## config.mk

```make
export PLATFORM = sky130hd
export DESIGN_NAME = iwu_top
export DESIGN_NICKNAME = d
export VERILOG_FILES = /design/src/iwu_pkg.sv /design/src/iwu_edge_wake_block.sv /design/src/iwu_irq_arbiter.sv /design/src/iwu_top.sv
export VERILOG_INCLUDE_DIRS = /design/src /design/src/src
export SDC_FILE = /design/constraint.sdc
export NUM_CORES = 1
export LEC_CHECK = 0
export BUFFER_PORTS_ARGS = -buffer_cell sky130_fd_sc_hd__buf_4
export CAP_MARGIN = 5
export CORE_MARGIN = 2
export CORE_UTILIZATION = 45
export DETAILED_ROUTE_END_ITERATION = 6
export PLACE_DENSITY = 0.74
export SYNTH_ARGS = -nofsm -noshare
export SYNTH_HDL_FRONTEND = slang
export SYNTH_SLANG_ARGS = --single-unit
```

## constraint.sdc

```tcl
create_clock -name clk -period 2.1 [get_ports clk]
set_clock_uncertainty 0.2 [all_clocks]
set_input_delay 0.315 -clock clk [delete_from_list [all_inputs] [get_ports clk]]
set_output_delay 0.315 -clock clk [all_outputs]
set_load 0.02 [all_outputs]
```

## src/iwu_consts.svh

```systemverilog
// constants of the interrupt and wake-up unit: offsets, widths, field positions, reset values
//
// What this block does
// - collect peripheral and pin requests and raise a request toward the cpu core
// - each maskable source has its own software enable before reaching the cpu
// - sixteen maskable lines, fixed priority, lowest line number presented first
// - pin-driven non-maskable request outranks every maskable one, no enable blocks it
// - wake channels not selected for mode exit merge into one combined request toward the arbiter
// - every wake channel has its own enable, independent of the other seven
// - every wake channel selects rising or falling edge by software
// - an enabled wake channel event can end halt, idle or power-save
// - wake channels not used for mode exit act as edge-triggered maskable interrupts
`ifndef IWU_CONSTS_SVH
`define IWU_CONSTS_SVH

`define IWU_AW          8
`define IWU_DW          32
`define IWU_NLINES      16
`define IWU_VW          4
`define IWU_NCHAN       8
`define IWU_NSTAT       3
`define IWU_SYNC        3
`define IWU_WAKE_LINE   4'h7

`define IWU_OFF_IRQ_ENA  8'h00
`define IWU_OFF_IRQ_RAW  8'h04
`define IWU_OFF_IRQ_VEC  8'h08
`define IWU_OFF_WK_ENA   8'h0C
`define IWU_OFF_WK_EDGE  8'h10
`define IWU_OFF_WK_PEND  8'h14
`define IWU_OFF_WK_EXIT  8'h18
`define IWU_OFF_STAT     8'h1C
`define IWU_OFF_MASK     8'h20

`define IWU_ST_NMI      0
`define IWU_ST_WEXIT    1
`define IWU_ST_INT      2

`define IWU_RST_LINES   16'h0000
`define IWU_RST_CHAN    8'h00
`define IWU_RST_STAT    3'h0
`define IWU_RST_DATA    32'h0000_0000

`endif

```

## src/iwu_pkg.sv

```systemverilog
// types shared by the interrupt and wake-up unit
`include "iwu_consts.svh"
package iwu_pkg;
  typedef logic [`IWU_AW-1:0]     iwu_addr_t;
  typedef logic [`IWU_DW-1:0]     iwu_data_t;
  typedef logic [`IWU_NLINES-1:0] iwu_lines_t;
  typedef logic [`IWU_VW-1:0]     iwu_vec_t;
  typedef logic [`IWU_NCHAN-1:0]  iwu_chan_t;
  typedef logic [`IWU_NSTAT-1:0]  iwu_stat_t;
endpackage : iwu_pkg

```

## src/iwu_edge_wake_block.sv

```systemverilog
// eight-channel edge-triggered wake block with pending latches
`timescale 1ns/1ps
`include "iwu_consts.svh"
module iwu_edge_wake_block
  import iwu_pkg::*;
(
  input  wire logic      clk,
  input  wire logic      sys_rst,
  input  wire iwu_chan_t wake_pin,
  input  wire iwu_chan_t chan_ena,
  input  wire iwu_chan_t edge_fall,
  input  wire iwu_chan_t exit_sel,
  input  wire iwu_chan_t clr,
  output iwu_chan_t      pend,
  output iwu_chan_t      lvl,
  output logic           wake_irq,
  output logic           wake_exit
);
  for (genvar g = 0; g < `IWU_NCHAN; g++) begin : g_ch
    logic [`IWU_SYNC-1:0] sync_ff, nxt_sync;
    logic                 lvl_ff, nxt_lvl;
    logic                 pend_ff, nxt_pend;
    logic                 hit;
    always_comb begin
      nxt_sync = {sync_ff[`IWU_SYNC-2:0], wake_pin[g]};
      nxt_lvl  = (sync_ff[1] == sync_ff[2]) ? sync_ff[2] : lvl_ff;
      hit      = (nxt_lvl != lvl_ff) && (nxt_lvl == ~edge_fall[g]);
      nxt_pend = (pend_ff & ~clr[g]) | (hit & chan_ena[g]);
    end
    always_ff @(posedge clk) begin
      if (sys_rst) begin
        sync_ff <= 3'h0;
        lvl_ff  <= 1'b0;
        pend_ff <= 1'b0;
      end else begin
        sync_ff <= nxt_sync;
        lvl_ff  <= nxt_lvl;
        pend_ff <= nxt_pend;
      end
    end
    assign pend[g] = pend_ff;
    assign lvl[g]  = lvl_ff;
  end

  assign wake_irq  = |(pend & chan_ena & ~exit_sel);
  assign wake_exit = |(pend & chan_ena & exit_sel);
endmodule : iwu_edge_wake_block

```

## src/iwu_irq_arbiter.sv

```systemverilog
// fixed-priority arbiter for the sixteen maskable lines
`timescale 1ns/1ps
`include "iwu_consts.svh"
module iwu_irq_arbiter
  import iwu_pkg::*;
(
  input  wire logic       clk,
  input  wire logic       sys_rst,
  input  wire iwu_lines_t req,
  input  wire iwu_lines_t ena,
  input  wire logic       nmi_busy,
  output logic            int_req,
  output iwu_vec_t        int_vec
);
  iwu_lines_t live;
  logic       req_ff, nxt_req;
  iwu_vec_t   vec_ff, nxt_vec;

  always_comb begin
    live    = req & ena;
    nxt_vec = 4'h0;
    for (int i = `IWU_NLINES - 1; i >= 0; i--) begin
      if (live[i]) begin
        nxt_vec = iwu_vec_t'(i);
      end
    end
    nxt_req = (live != 16'h0000) && !nmi_busy;
  end

  always_ff @(posedge clk) begin
    if (sys_rst) begin
      req_ff <= 1'b0;
      vec_ff <= 4'h0;
    end else begin
      req_ff <= nxt_req;
      vec_ff <= nxt_vec;
    end
  end

  assign int_req = req_ff;
  assign int_vec = vec_ff;
endmodule : iwu_irq_arbiter

```

## src/iwu_top.sv

```systemverilog
// top of the interrupt and wake-up unit: register port, nmi input, status and glue
//
// Decided for this implementation: the placing of the registers and strobed register access.
`timescale 1ns/1ps
`include "iwu_consts.svh"
module iwu_top
  import iwu_pkg::*;
(
  input  wire logic       clk,
  input  wire logic       sys_rst,
  input  wire iwu_addr_t  reg_addr,
  input  wire iwu_data_t  reg_wdata,
  input  wire logic       reg_wr,
  input  wire logic       reg_rd,
  output iwu_data_t       reg_rdata,
  input  wire iwu_lines_t periph_req,
  input  wire logic       nmi_pin,
  input  wire iwu_chan_t  wake_pin,
  output logic            cpu_int_req,
  output iwu_vec_t        cpu_int_vec,
  output logic            cpu_nmi_req,
  input  wire logic       cpu_nmi_ack,
  output logic            wake_exit,
  output logic            irq
);
  // software registers
  iwu_lines_t           irq_ena_ff;
  iwu_lines_t           nxt_irq_ena;
  iwu_chan_t            wk_ena_ff;
  iwu_chan_t            nxt_wk_ena;
  iwu_chan_t            wk_edge_ff;
  iwu_chan_t            nxt_wk_edge;
  iwu_chan_t            wk_exit_ff;
  iwu_chan_t            nxt_wk_exit;
  iwu_stat_t            mask_ff;
  iwu_stat_t            nxt_mask;
  iwu_stat_t            st_ff;
  iwu_stat_t            nxt_st;
  iwu_stat_t            st_clr;
  iwu_stat_t            st_set;
  iwu_data_t            rdata_ff;
  iwu_data_t            nxt_rdata;
  iwu_chan_t            wk_clr;

  // nmi input path
  logic [`IWU_SYNC-1:0] nmi_sync_ff;
  logic [`IWU_SYNC-1:0] nxt_nmi_sync;
  logic                 nmi_lvl_ff;
  logic                 nxt_nmi_lvl;
  logic                 nmi_pend_ff;
  logic                 nxt_nmi_pend;
  logic                 nmi_rise;

  // event edge memory for status
  logic                 wexit_d_ff;
  logic                 nxt_wexit_d;
  logic                 int_d_ff;
  logic                 nxt_int_d;

  // wake block and request lines
  iwu_chan_t            wk_pend;
  iwu_chan_t            wk_lvl;
  logic                 wk_irq;
  logic                 wk_exit_lvl;
  iwu_lines_t           lines;
  iwu_lines_t           live_req;

  // request lines toward the arbiter
  always_comb begin
    lines                 = periph_req;
    lines[`IWU_WAKE_LINE] = wk_irq;
  end

  assign live_req = lines & irq_ena_ff;

  // register writes
  always_comb begin
    nxt_irq_ena = irq_ena_ff;
    nxt_wk_ena  = wk_ena_ff;
    nxt_wk_edge = wk_edge_ff;
    nxt_wk_exit = wk_exit_ff;
    nxt_mask    = mask_ff;
    wk_clr      = 8'h00;
    st_clr      = 3'h0;
    if (reg_wr) begin
      case (reg_addr)
        `IWU_OFF_IRQ_ENA: begin
          nxt_irq_ena = reg_wdata[`IWU_NLINES-1:0];
        end
        `IWU_OFF_WK_ENA: begin
          nxt_wk_ena = reg_wdata[`IWU_NCHAN-1:0];
        end
        `IWU_OFF_WK_EDGE: begin
          nxt_wk_edge = reg_wdata[`IWU_NCHAN-1:0];
        end
        `IWU_OFF_WK_PEND: begin
          wk_clr = reg_wdata[`IWU_NCHAN-1:0];
        end
        `IWU_OFF_WK_EXIT: begin
          nxt_wk_exit = reg_wdata[`IWU_NCHAN-1:0];
        end
        `IWU_OFF_STAT: begin
          st_clr = reg_wdata[`IWU_NSTAT-1:0];
        end
        `IWU_OFF_MASK: begin
          nxt_mask = reg_wdata[`IWU_NSTAT-1:0];
        end
        default: begin
          wk_clr = 8'h00;
        end
      endcase
    end
  end

  always_ff @(posedge clk) begin
    if (sys_rst) begin
      irq_ena_ff <= `IWU_RST_LINES;
      wk_ena_ff  <= `IWU_RST_CHAN;
      wk_edge_ff <= `IWU_RST_CHAN;
      wk_exit_ff <= `IWU_RST_CHAN;
      mask_ff    <= `IWU_RST_STAT;
    end else begin
      irq_ena_ff <= nxt_irq_ena;
      wk_ena_ff  <= nxt_wk_ena;
      wk_edge_ff <= nxt_wk_edge;
      wk_exit_ff <= nxt_wk_exit;
      mask_ff    <= nxt_mask;
    end
  end

  // register reads, data in the cycle after the strobe only
  always_comb begin
    nxt_rdata = `IWU_RST_DATA;
    if (reg_rd) begin
      case (reg_addr)
        `IWU_OFF_IRQ_ENA: nxt_rdata[`IWU_NLINES-1:0] = irq_ena_ff;
        `IWU_OFF_IRQ_RAW: nxt_rdata[`IWU_NLINES-1:0] = lines;
        `IWU_OFF_IRQ_VEC: nxt_rdata[5:0] = {cpu_nmi_req, cpu_int_req, cpu_int_vec};
        `IWU_OFF_WK_ENA:  nxt_rdata[`IWU_NCHAN-1:0] = wk_ena_ff;
        `IWU_OFF_WK_EDGE: nxt_rdata[`IWU_NCHAN-1:0] = wk_edge_ff;
        `IWU_OFF_WK_PEND: nxt_rdata[`IWU_NCHAN-1:0] = wk_pend;
        `IWU_OFF_WK_EXIT: nxt_rdata[`IWU_NCHAN-1:0] = wk_exit_ff;
        `IWU_OFF_STAT:    nxt_rdata[`IWU_NSTAT-1:0] = st_ff;
        `IWU_OFF_MASK:    nxt_rdata[`IWU_NSTAT-1:0] = mask_ff;
        default:          nxt_rdata = `IWU_RST_DATA;
      endcase
    end
  end

  always_ff @(posedge clk) begin
    if (sys_rst) begin
      rdata_ff <= `IWU_RST_DATA;
    end else begin
      rdata_ff <= nxt_rdata;
    end
  end

  assign reg_rdata = rdata_ff;

  // nmi pin: three-stage sync, level filter, latched until cpu acknowledge
  always_comb begin
    nxt_nmi_sync = {nmi_sync_ff[`IWU_SYNC-2:0], nmi_pin};
    nxt_nmi_lvl  = (nmi_sync_ff[1] == nmi_sync_ff[2]) ? nmi_sync_ff[2] : nmi_lvl_ff;
    nmi_rise     = nxt_nmi_lvl & ~nmi_lvl_ff;
    nxt_nmi_pend = (nmi_pend_ff & ~cpu_nmi_ack) | nmi_rise;
  end

  always_ff @(posedge clk) begin
    if (sys_rst) begin
      nmi_sync_ff <= 3'h0;
      nmi_lvl_ff  <= 1'b0;
      nmi_pend_ff <= 1'b0;
    end else begin
      nmi_sync_ff <= nxt_nmi_sync;
      nmi_lvl_ff  <= nxt_nmi_lvl;
      nmi_pend_ff <= nxt_nmi_pend;
    end
  end

  assign cpu_nmi_req = nmi_pend_ff;

  // sticky status, set wins over write-one-to-clear
  always_comb begin
    nxt_wexit_d            = wk_exit_lvl;
    nxt_int_d              = cpu_int_req;
    st_set                 = 3'h0;
    st_set[`IWU_ST_NMI]    = nmi_rise;
    st_set[`IWU_ST_WEXIT]  = wk_exit_lvl & ~wexit_d_ff;
    st_set[`IWU_ST_INT]    = cpu_int_req & ~int_d_ff;
    nxt_st                 = (st_ff & ~st_clr) | st_set;
  end

  always_ff @(posedge clk) begin
    if (sys_rst) begin
      st_ff      <= `IWU_RST_STAT;
      wexit_d_ff <= 1'b0;
      int_d_ff   <= 1'b0;
    end else begin
      st_ff      <= nxt_st;
      wexit_d_ff <= nxt_wexit_d;
      int_d_ff   <= nxt_int_d;
    end
  end

  assign irq       = |(st_ff & mask_ff);
  assign wake_exit = wk_exit_lvl;

  iwu_edge_wake_block u_wake (
    .clk       (clk),
    .sys_rst   (sys_rst),
    .wake_pin  (wake_pin),
    .chan_ena  (wk_ena_ff),
    .edge_fall (wk_edge_ff),
    .exit_sel  (wk_exit_ff),
    .clr       (wk_clr),
    .pend      (wk_pend),
    .lvl       (wk_lvl),
    .wake_irq  (wk_irq),
    .wake_exit (wk_exit_lvl)
  );

  iwu_irq_arbiter u_arb (
    .clk      (clk),
    .sys_rst  (sys_rst),
    .req      (lines),
    .ena      (irq_ena_ff),
    .nmi_busy (nmi_pend_ff),
    .int_req  (cpu_int_req),
    .int_vec  (cpu_int_vec)
  );
endmodule : iwu_top

```

==> metrics, run 1 <==
Fin. Hold Viols 0; largest cells by area after synthesis dfxtp_1, mux2i_1, nor2_1, nand2_1, nor2b_1; synth warn 0; crit path max fanout 5; Post-CTS Setup Bufs 0; CTS sink count 114; FF-to-FF End u_arb.int_req; CP Data Required Time 1580 ps; CP Capture Type primary output; clock network fraction of total power 53.4%; diode count 0; global-route wire length before repair 22.3 mm; crit path kind reg -> out; DP Area 5860 sq um; Int Power 4.29 mW; status completed; Yosys top cell area share 44.8%; routed wl met3 1.11 mm; finished layout cell area 6730 sq um; Peak VDD IR 0.422 mV; Worst setup SP type register; Worst path slowest cell dfxtp_1; period utilization 94.5%; gpl congestion 1.02; clock buffer depth 2; Worst R2R Start wk_ena_ff[4]; RSZ-0062 raised after global routing false; Leak 2.87 nW; Psw 1.17 mW; drt wl/cell 16.9 um; Antenna Nets Post-Route 0; initial antenna violation count 0; Post-Route WL 14.0 mm; Via Count 4741; final net count 747; Die X 110 um; WHS Endpoint cpu_nmi_req; met1 WL 6.03 mm; DR DRC count 0; Slew Viols, Final 0; post-synthesis cell area 5090 sq um; Distinct cells, synth 58; CTS tree yes; Num CTS Buffers 17; Tmin final 1990 ps; clk_lat worst skew 410 ps; FMAX 504 MHz; hold slack 12.8 ps; DRT Pass-1 Iters 7; cell family with most CP delay simple AND/OR/NAND/NOR gates; DRT iter0 DRCs 383; Pwr Density 812 nW/um^2; Post-synth EDFFs 0; worst min path class in -> reg; #FFs+latches synth 114; Cell Rows 38; setup TNS 0 ps; via-per-instance ratio 5.71; Layout area overhead 32.2%; Syn Inst Count 563; Min-Delay Startpoint cpu_nmi_ack; DR WL met2 6.48 mm; largest area contributor in the netlist dfxtp_1; final setup fails 0; GRT overflow 0; core area 10900 sq um; FF-to-FF path depth 5; delay of the slowest cell on the worst path 370 ps; Logic pwr share 6.3%; Avg Synthesized Cell Area 9.04 sq um; Clock transition at path regs 50 ps; R2R setup slack 460 ps; height of the die 110 um; max_cap viols 0; placed insts 772; critical path depth in cells 5; CP Data Arrival Time 1470 ps; Overall Power 5.46 mW; effective utilization at floorplan 46.5%; die area 12200 sq um; pin count of the biggest net entering global routing 93; Top Ports 110; Layout Cells excl Fill 830; share of cells above drive strength 1 20.1%; GRT Total Usage 24.0%; Final HPWL DP 9.47 mm; root buffer cell clkbuf_16; Port Buffers 76; sw frac 21.4%; hold path cells 3; Crit path buffers/inverters 2; asr flop ratio synth 0%; sequential share of power 40.3%; sequential share of the synthesized area 44.8%; uppermost layer routed met4; number of H-tree levels 4; vias in the first global route 4492; predominant post-synthesis flop cell dfxtp_1; CP Cell Sequence nand3_1 -> nand4_1 -> nor2_2 -> inv_1 -> buf_4
## per-layer routing
layer	track usage (%)	up-vias
met5	0	-
met4	9.73	0
met3	6.29	46
met2	38.6	235
met1	30.6	2216
li1	-	2244
## worst register-to-register path, stage by stage, from the launching register on
cell,delay [ps]
dfxtp_1,440
nand2_1,90
o2111ai_1,270
o31ai_1,100
buf_4,170
a311oi_1,270
## power groups by stage
| stage | combinational [mW] | sequential [mW] | clock, mW |
|---|---|---|---|
| 2_1_floorplan | 0.164 | 2.24 | 0 |
| 3_3_place_gp | 0.290 | 2.25 | 0 |
| 3_5_place_dp | 0.296 | 2.25 | 0 |
| 4_1_cts | 0.337 | 2.20 | 2.94 |
| 5_1_grt | 0.367 | 2.20 | 3.06 |
| 6_report | 0.343 | 2.20 | 2.91 |
## sequential cells by signal, summed over array words and instances, names as in the netlist
signal and flops:
cpu_nmi_req 1, int_d_ff 1, irq_ena_ff 16, mask_ff 3, nmi_lvl_ff 1, nmi_sync_ff 3, reg_rdata 16, st_ff 3
u_arb.int_req 1, u_arb.int_vec 4, u_wake.g_ch.lvl_ff 8, u_wake.g_ch.pend_ff 8, u_wake.g_ch.sync_ff 24, wexit_d_ff 1, wk_edge_ff 8, wk_ena_ff 8
wk_exit_ff 8
## worst max-delay path by stage
stage	start	to
after global placement	reg_addr[5]	wk_exit_ff[5]
final	wk_ena_ff[0]	wake_exit
after detailed placement	reg_addr[5]	wk_exit_ff[2]
after floorplan	reg_addr[2]	reg_rdata[6]
after global routing	wk_ena_ff[0]	wake_exit
after CTS	wk_ena_ff[0]	wake_exit
## area by class of cell
type	count	area, sq um
clock inverter	9	129
fill	916	4210
timing repair buffer	123	1040
clock buffer	23	478
sequential	114	2280
inverter	11	41.3
multi-input combinational	410	2580
tap	140	175
## what timing repair did
item | 4_1_cts | 5_1_grt
gates resized for setup | 0 | 1
endpoints found under the hold margin | 33 | 0
endpoints found under the setup margin | 0 | 1
hold buffers | 26 | 0
## cell usage in the layout (no fill, tap or decap), drive strengths merged, types with 5 or more instances in the layout
cell type	Yosys	final
inv	11	11
nand3	19	19
nor3	18	18
a22oi	17	17
nand2	55	55
dlygate4sd3	0	26
dfxtp	114	114
clkbuf	11	23
mux2i	51	51
a32oi	5	5
nor2	57	57
a221oi	5	5
nand3b	6	6
conb	1	16
nand4	10	10
nor2b	30	30
o41ai	8	8
o2bb2ai	5	5
o21ai	23	23
buf	32	97
a21oi	25	25
## logic make-up (layout without fill, tap and decap cells)
kind of cell,Yosys count,after routing,synth area share (%)
buf+inv,54,166,5.58
xor+xnor,1,1,0.172
mux,54,54,10.7
flops,114,114,44.8
other cells,1,16,0.0737
compound gates,118,118,16.1
simple gates,221,221,22.5
## stage by stage
stage          worst slack, ps  util (%)
6_report                   115      61.5
2_1_floorplan              325         -
3_5_place_dp              73.1      53.5
5_1_grt                   61.8      61.5
3_3_place_gp               115      53.5
4_1_cts                   56.9      61.5
## cell usage after synthesis (2+ instances only)
master / n
mux2_2: 3
or3_1: 4
o22ai_1: 2
nand2_1: 54
a32oi_1: 5
mux2i_1: 51
buf_4: 18
buf_2: 5
nand4b_1: 2
nor3_1: 17
a31oi_1: 4
o2bb2ai_1: 5
a2bb2oi_1: 2
nand4_2: 2
a22oi_1: 17
nor2_1: 57
o31ai_1: 3
a221oi_1: 4
a21o_1: 2
nand4_1: 8
clkbuf_1: 11
nor2b_1: 30
a21oi_1: 25
and3_1: 4
and4_1: 2
o41ai_1: 8
a32o_1: 2
o211ai_1: 3
a222oi_1: 4
nand3_1: 19
nand2b_1: 4
buf_1: 8
nand3b_1: 6
inv_1: 11
dfxtp_1: 114
o2111ai_1: 2
o21ai_0: 23
a22o_1: 2
Power figures use the tool's default switching activity.
==> run 2: changes to the inputs <==
- ABC_AREA: default -> 1
==> metrics, run 2 <==
status completed; asr flop ratio synth 0% (unchanged); RSZ-0062 raised after global routing true; Most flops, register u_wake.g_ch.sync_ff; clock buffer depth 2 (unchanged); Avg Synthesized Cell Area 7.59 sq um (-16%); CTS tree yes; CP Data Required Time 1580 ps (about the same); CP Cell Sequence inv_2 -> o311ai_4 -> nor2_1 -> nand4_1 -> buf_6; CP Data Arrival Time 1540 ps (+70 ps); Leak 3.00 nW (+4.8%); Tmin final 2050 ps (+68.5 ps); Worst path slowest cell dfxtp_2; Peak VDD IR 0.418 mV (-0.91%); Fin. Hold Viols 0 (unchanged); Psw 1.20 mW (+3.0%); DRT iter0 DRCs 322 (-16%); drt wl/cell 13.4 um (-21%); die area 11700 sq um (-3.6%); Logic pwr share 5.8% (-0.5 points); root buffer cell clkbuf_8; DRT Pass-1 Iters 5 (-2); pin count of the biggest net entering global routing 63 (-32%); setup TNS 0 ps (unchanged); final setup fails 0 (unchanged); Port Buffers 76 (unchanged); CP Capture Type primary output; Num CTS Buffers 17 (unchanged); sequential share of power 41.9% (+1.6 points); Post-synth EDFFs 0 (unchanged); commonest non-fill, non-tap cells in the layout nand2_1, dfxtp_1, nor2_1; clock network fraction of total power 52.2% (-1.2 points); fin util 62.8% (+1.3 points); clk_lat worst skew 510 ps (+100 ps); worst min path class in -> reg; FF-to-FF End u_arb.int_vec[0]; Die X 108 um (-1.8%); diode count 0 (unchanged); vias in the first global route 4398 (-2.1%); R2R setup slack 190 ps (-270 ps); global-route wire length before repair 19.8 mm (-11%); WHS Endpoint u_arb.int_vec[0]; Antenna Nets Post-Route 0 (unchanged); crit path max fanout 2 (-3); #FFs+latches synth 114 (unchanged); Distinct cells, synth 37 (-36%); sequential share of the synthesized area 46.6% (+1.7 points); CP Launch Point wk_exit_ff[1]; Int Power 4.03 mW (-6.1%); crit path kind reg -> out; core area 10700 sq um (-1.7%); synth warn 0 (unchanged); DR DRC count 0 (unchanged); most numerous cell in the Yosys netlist dfxtp_1; largest area contributor in the netlist dfxtp_1; Top Ports 110 (unchanged); predominant post-synthesis flop cell dfxtp_1; final net count 857 (+15%); delay of the slowest cell on the worst path 320 ps (-50 ps); Min-Delay Startpoint periph_req[4]; Crit path buffers/inverters 2 (unchanged); number of H-tree levels 4 (unchanged); Cell Rows 38 (unchanged); Pwr Density 776 nW/um^2 (-4.5%); GRT overflow 0 (unchanged); CTS sink count 114 (unchanged); Via Count 4670 (-1.5%); sw frac 23.0% (+1.6 points); Clock transition at path regs 60 ps (about the same); via-per-instance ratio 4.97 (-13%); height of the die 108 um (-1.8%); cell family with most CP delay flip-flops; Syn Inst Count 646 (+15%); period utilization 97.8% (+3.3 points); effective utilization at floorplan 45.6% (-0.92 points); Yosys top cell area share 46.6% (+1.7 points); initial antenna violation count 0 (unchanged); FF-to-FF path depth 13 (+8); Layout area overhead 37.7%; post-synthesis cell area 4900 sq um (-3.7%); FMAX 487 MHz (-3.3%); Worst R2R Start wk_ena_ff[0]; Slew Viols, Final 0 (unchanged); Worst setup SP type register; gpl congestion 0.914 (-10%); hold path cells 6 (+3); largest cells by area after synthesis dfxtp_1, nand2_1, nor2_1, inv_1, o21ai_0; commonest non-fill, non-tap cell in the layout nand2_1; Post-synth top cells dfxtp_1, nand2_1, nor2_1; Final HPWL DP 8.69 mm (-8.2%); Post-Route WL 12.6 mm (-10%); share of cells above drive strength 1 22.1% (+2.0 points); flip-flop count of the largest register after layout 24 (unchanged); max_cap viols 0 (unchanged); GRT Total Usage 21.9% (-2.1 points)
-- run 2: changes by cell type after synthesis, moves of 7 or more --
cell | before | now
buf_1 | 8 | 0
a21oi_1 | 25 | 41
o41ai_1 | 8 | 0
a211oi_1 | 0 | 11
inv_1 | 11 | 88
inv_2 | 0 | 7
o21ai_0 | 23 | 53
nand2_1 | 54 | 105
mux2i_1 | 51 | 0
nor2b_1 | 30 | 0
nor2_1 | 57 | 94
a22oi_1 | 17 | 1
a211oi_2 | 0 | 12
-- run 2: layout make-up --
cell class	instances	area, sq um
Clock buffer	18	418
Clock inverter	14	158
Fill cell	931	4000
Inverter	95	357
Multi-Input combinational cell	418	2140
Sequential cell	114	2300
Tap cell	140	175
Timing Repair Buffer	141	1200
-- run 2: kinds of logic (layout without fill, tap and decap cells) --
kind of cell,Yosys count,in the layout,synth area share [%]
AND/OR/NAND/NOR,253,253,22.3
other,1,16,0.0765
buffers and inverters,129,268,11.7
flip-flops,114,114,46.6
AO/OA/AOI/OAI,149,149,19.4
-- run 2: worst max-delay path by stage --
stage | to | slack, ps | cells past startpoint
6_report | wake_exit | 50 | 5
5_1_grt | wake_exit | -10 | 5
4_1_cts | wake_exit | -0.1 | 5
3_5_place_dp | reg_rdata[0] | 140 | 10
3_3_place_gp | reg_rdata[0] | 150 | 10
2_1_floorplan | wk_exit_ff[6] | 410 | 9
-- run 2: through the flow --
step | cells | cell area (sq um) | power, mW | setup slack, ps | hold WS (ps)
3_3_place_gp | 855 | 5600 | 2.48 | 152 | 191
4_1_cts | 938 | 6720 | 5.27 | -0.107 | 8.81
5_1_grt | 940 | 6750 | 5.41 | -11.1 | 45.2
3_5_place_dp | 855 | 5600 | 2.48 | 141 | 193
2_1_floorplan | 661 | 4960 | 2.38 | 410 | 188
6_report | 940 | 6750 | 5.23 | 46.3 | 36.7
-- run 2: timing repair --
item                                    in CTS  in global routing
hold buffers                                47                  0
pin swaps                                    3                  5
hold endpoints to repair                    68                  0
resized for setup                           15                  7
endpoints found under the setup margin       1                  2
setup buffers                                4                  2
-- run 2: worst min-delay path: stages --
cell     delay (ps)
buf_4            90
nand2_1          60
nand2_1          60
nand2_1          50
nand2_1          60
a21oi_1          60
-- run 2: routing by layer --
| metal | part of all wire (%) | GRT usage, % | routed length, um | vias to the layer above |
|---|---|---|---|---|
| met5 | 0 | 0 | 0 | - |
| met4 | 1.6 | 8.24 | 202 | 0 |
| met3 | 6.1 | 6.69 | 761 | 25 |
| met2 | 48 | 36.7 | 5970 | 155 |
| met1 | 45 | 26.3 | 5620 | 2120 |
| li1 | - | - | - | 2370 |
-- run 2: power by group through the flow --
stage	sequential [mW]	clock, mW	combinational (mW)
2_1_floorplan	2.24	0	0.136
3_3_place_gp	2.24	0	0.234
3_5_place_dp	2.24	0	0.237
4_1_cts	2.20	2.77	0.302
5_1_grt	2.20	2.88	0.333
6_report	2.20	2.73	0.306
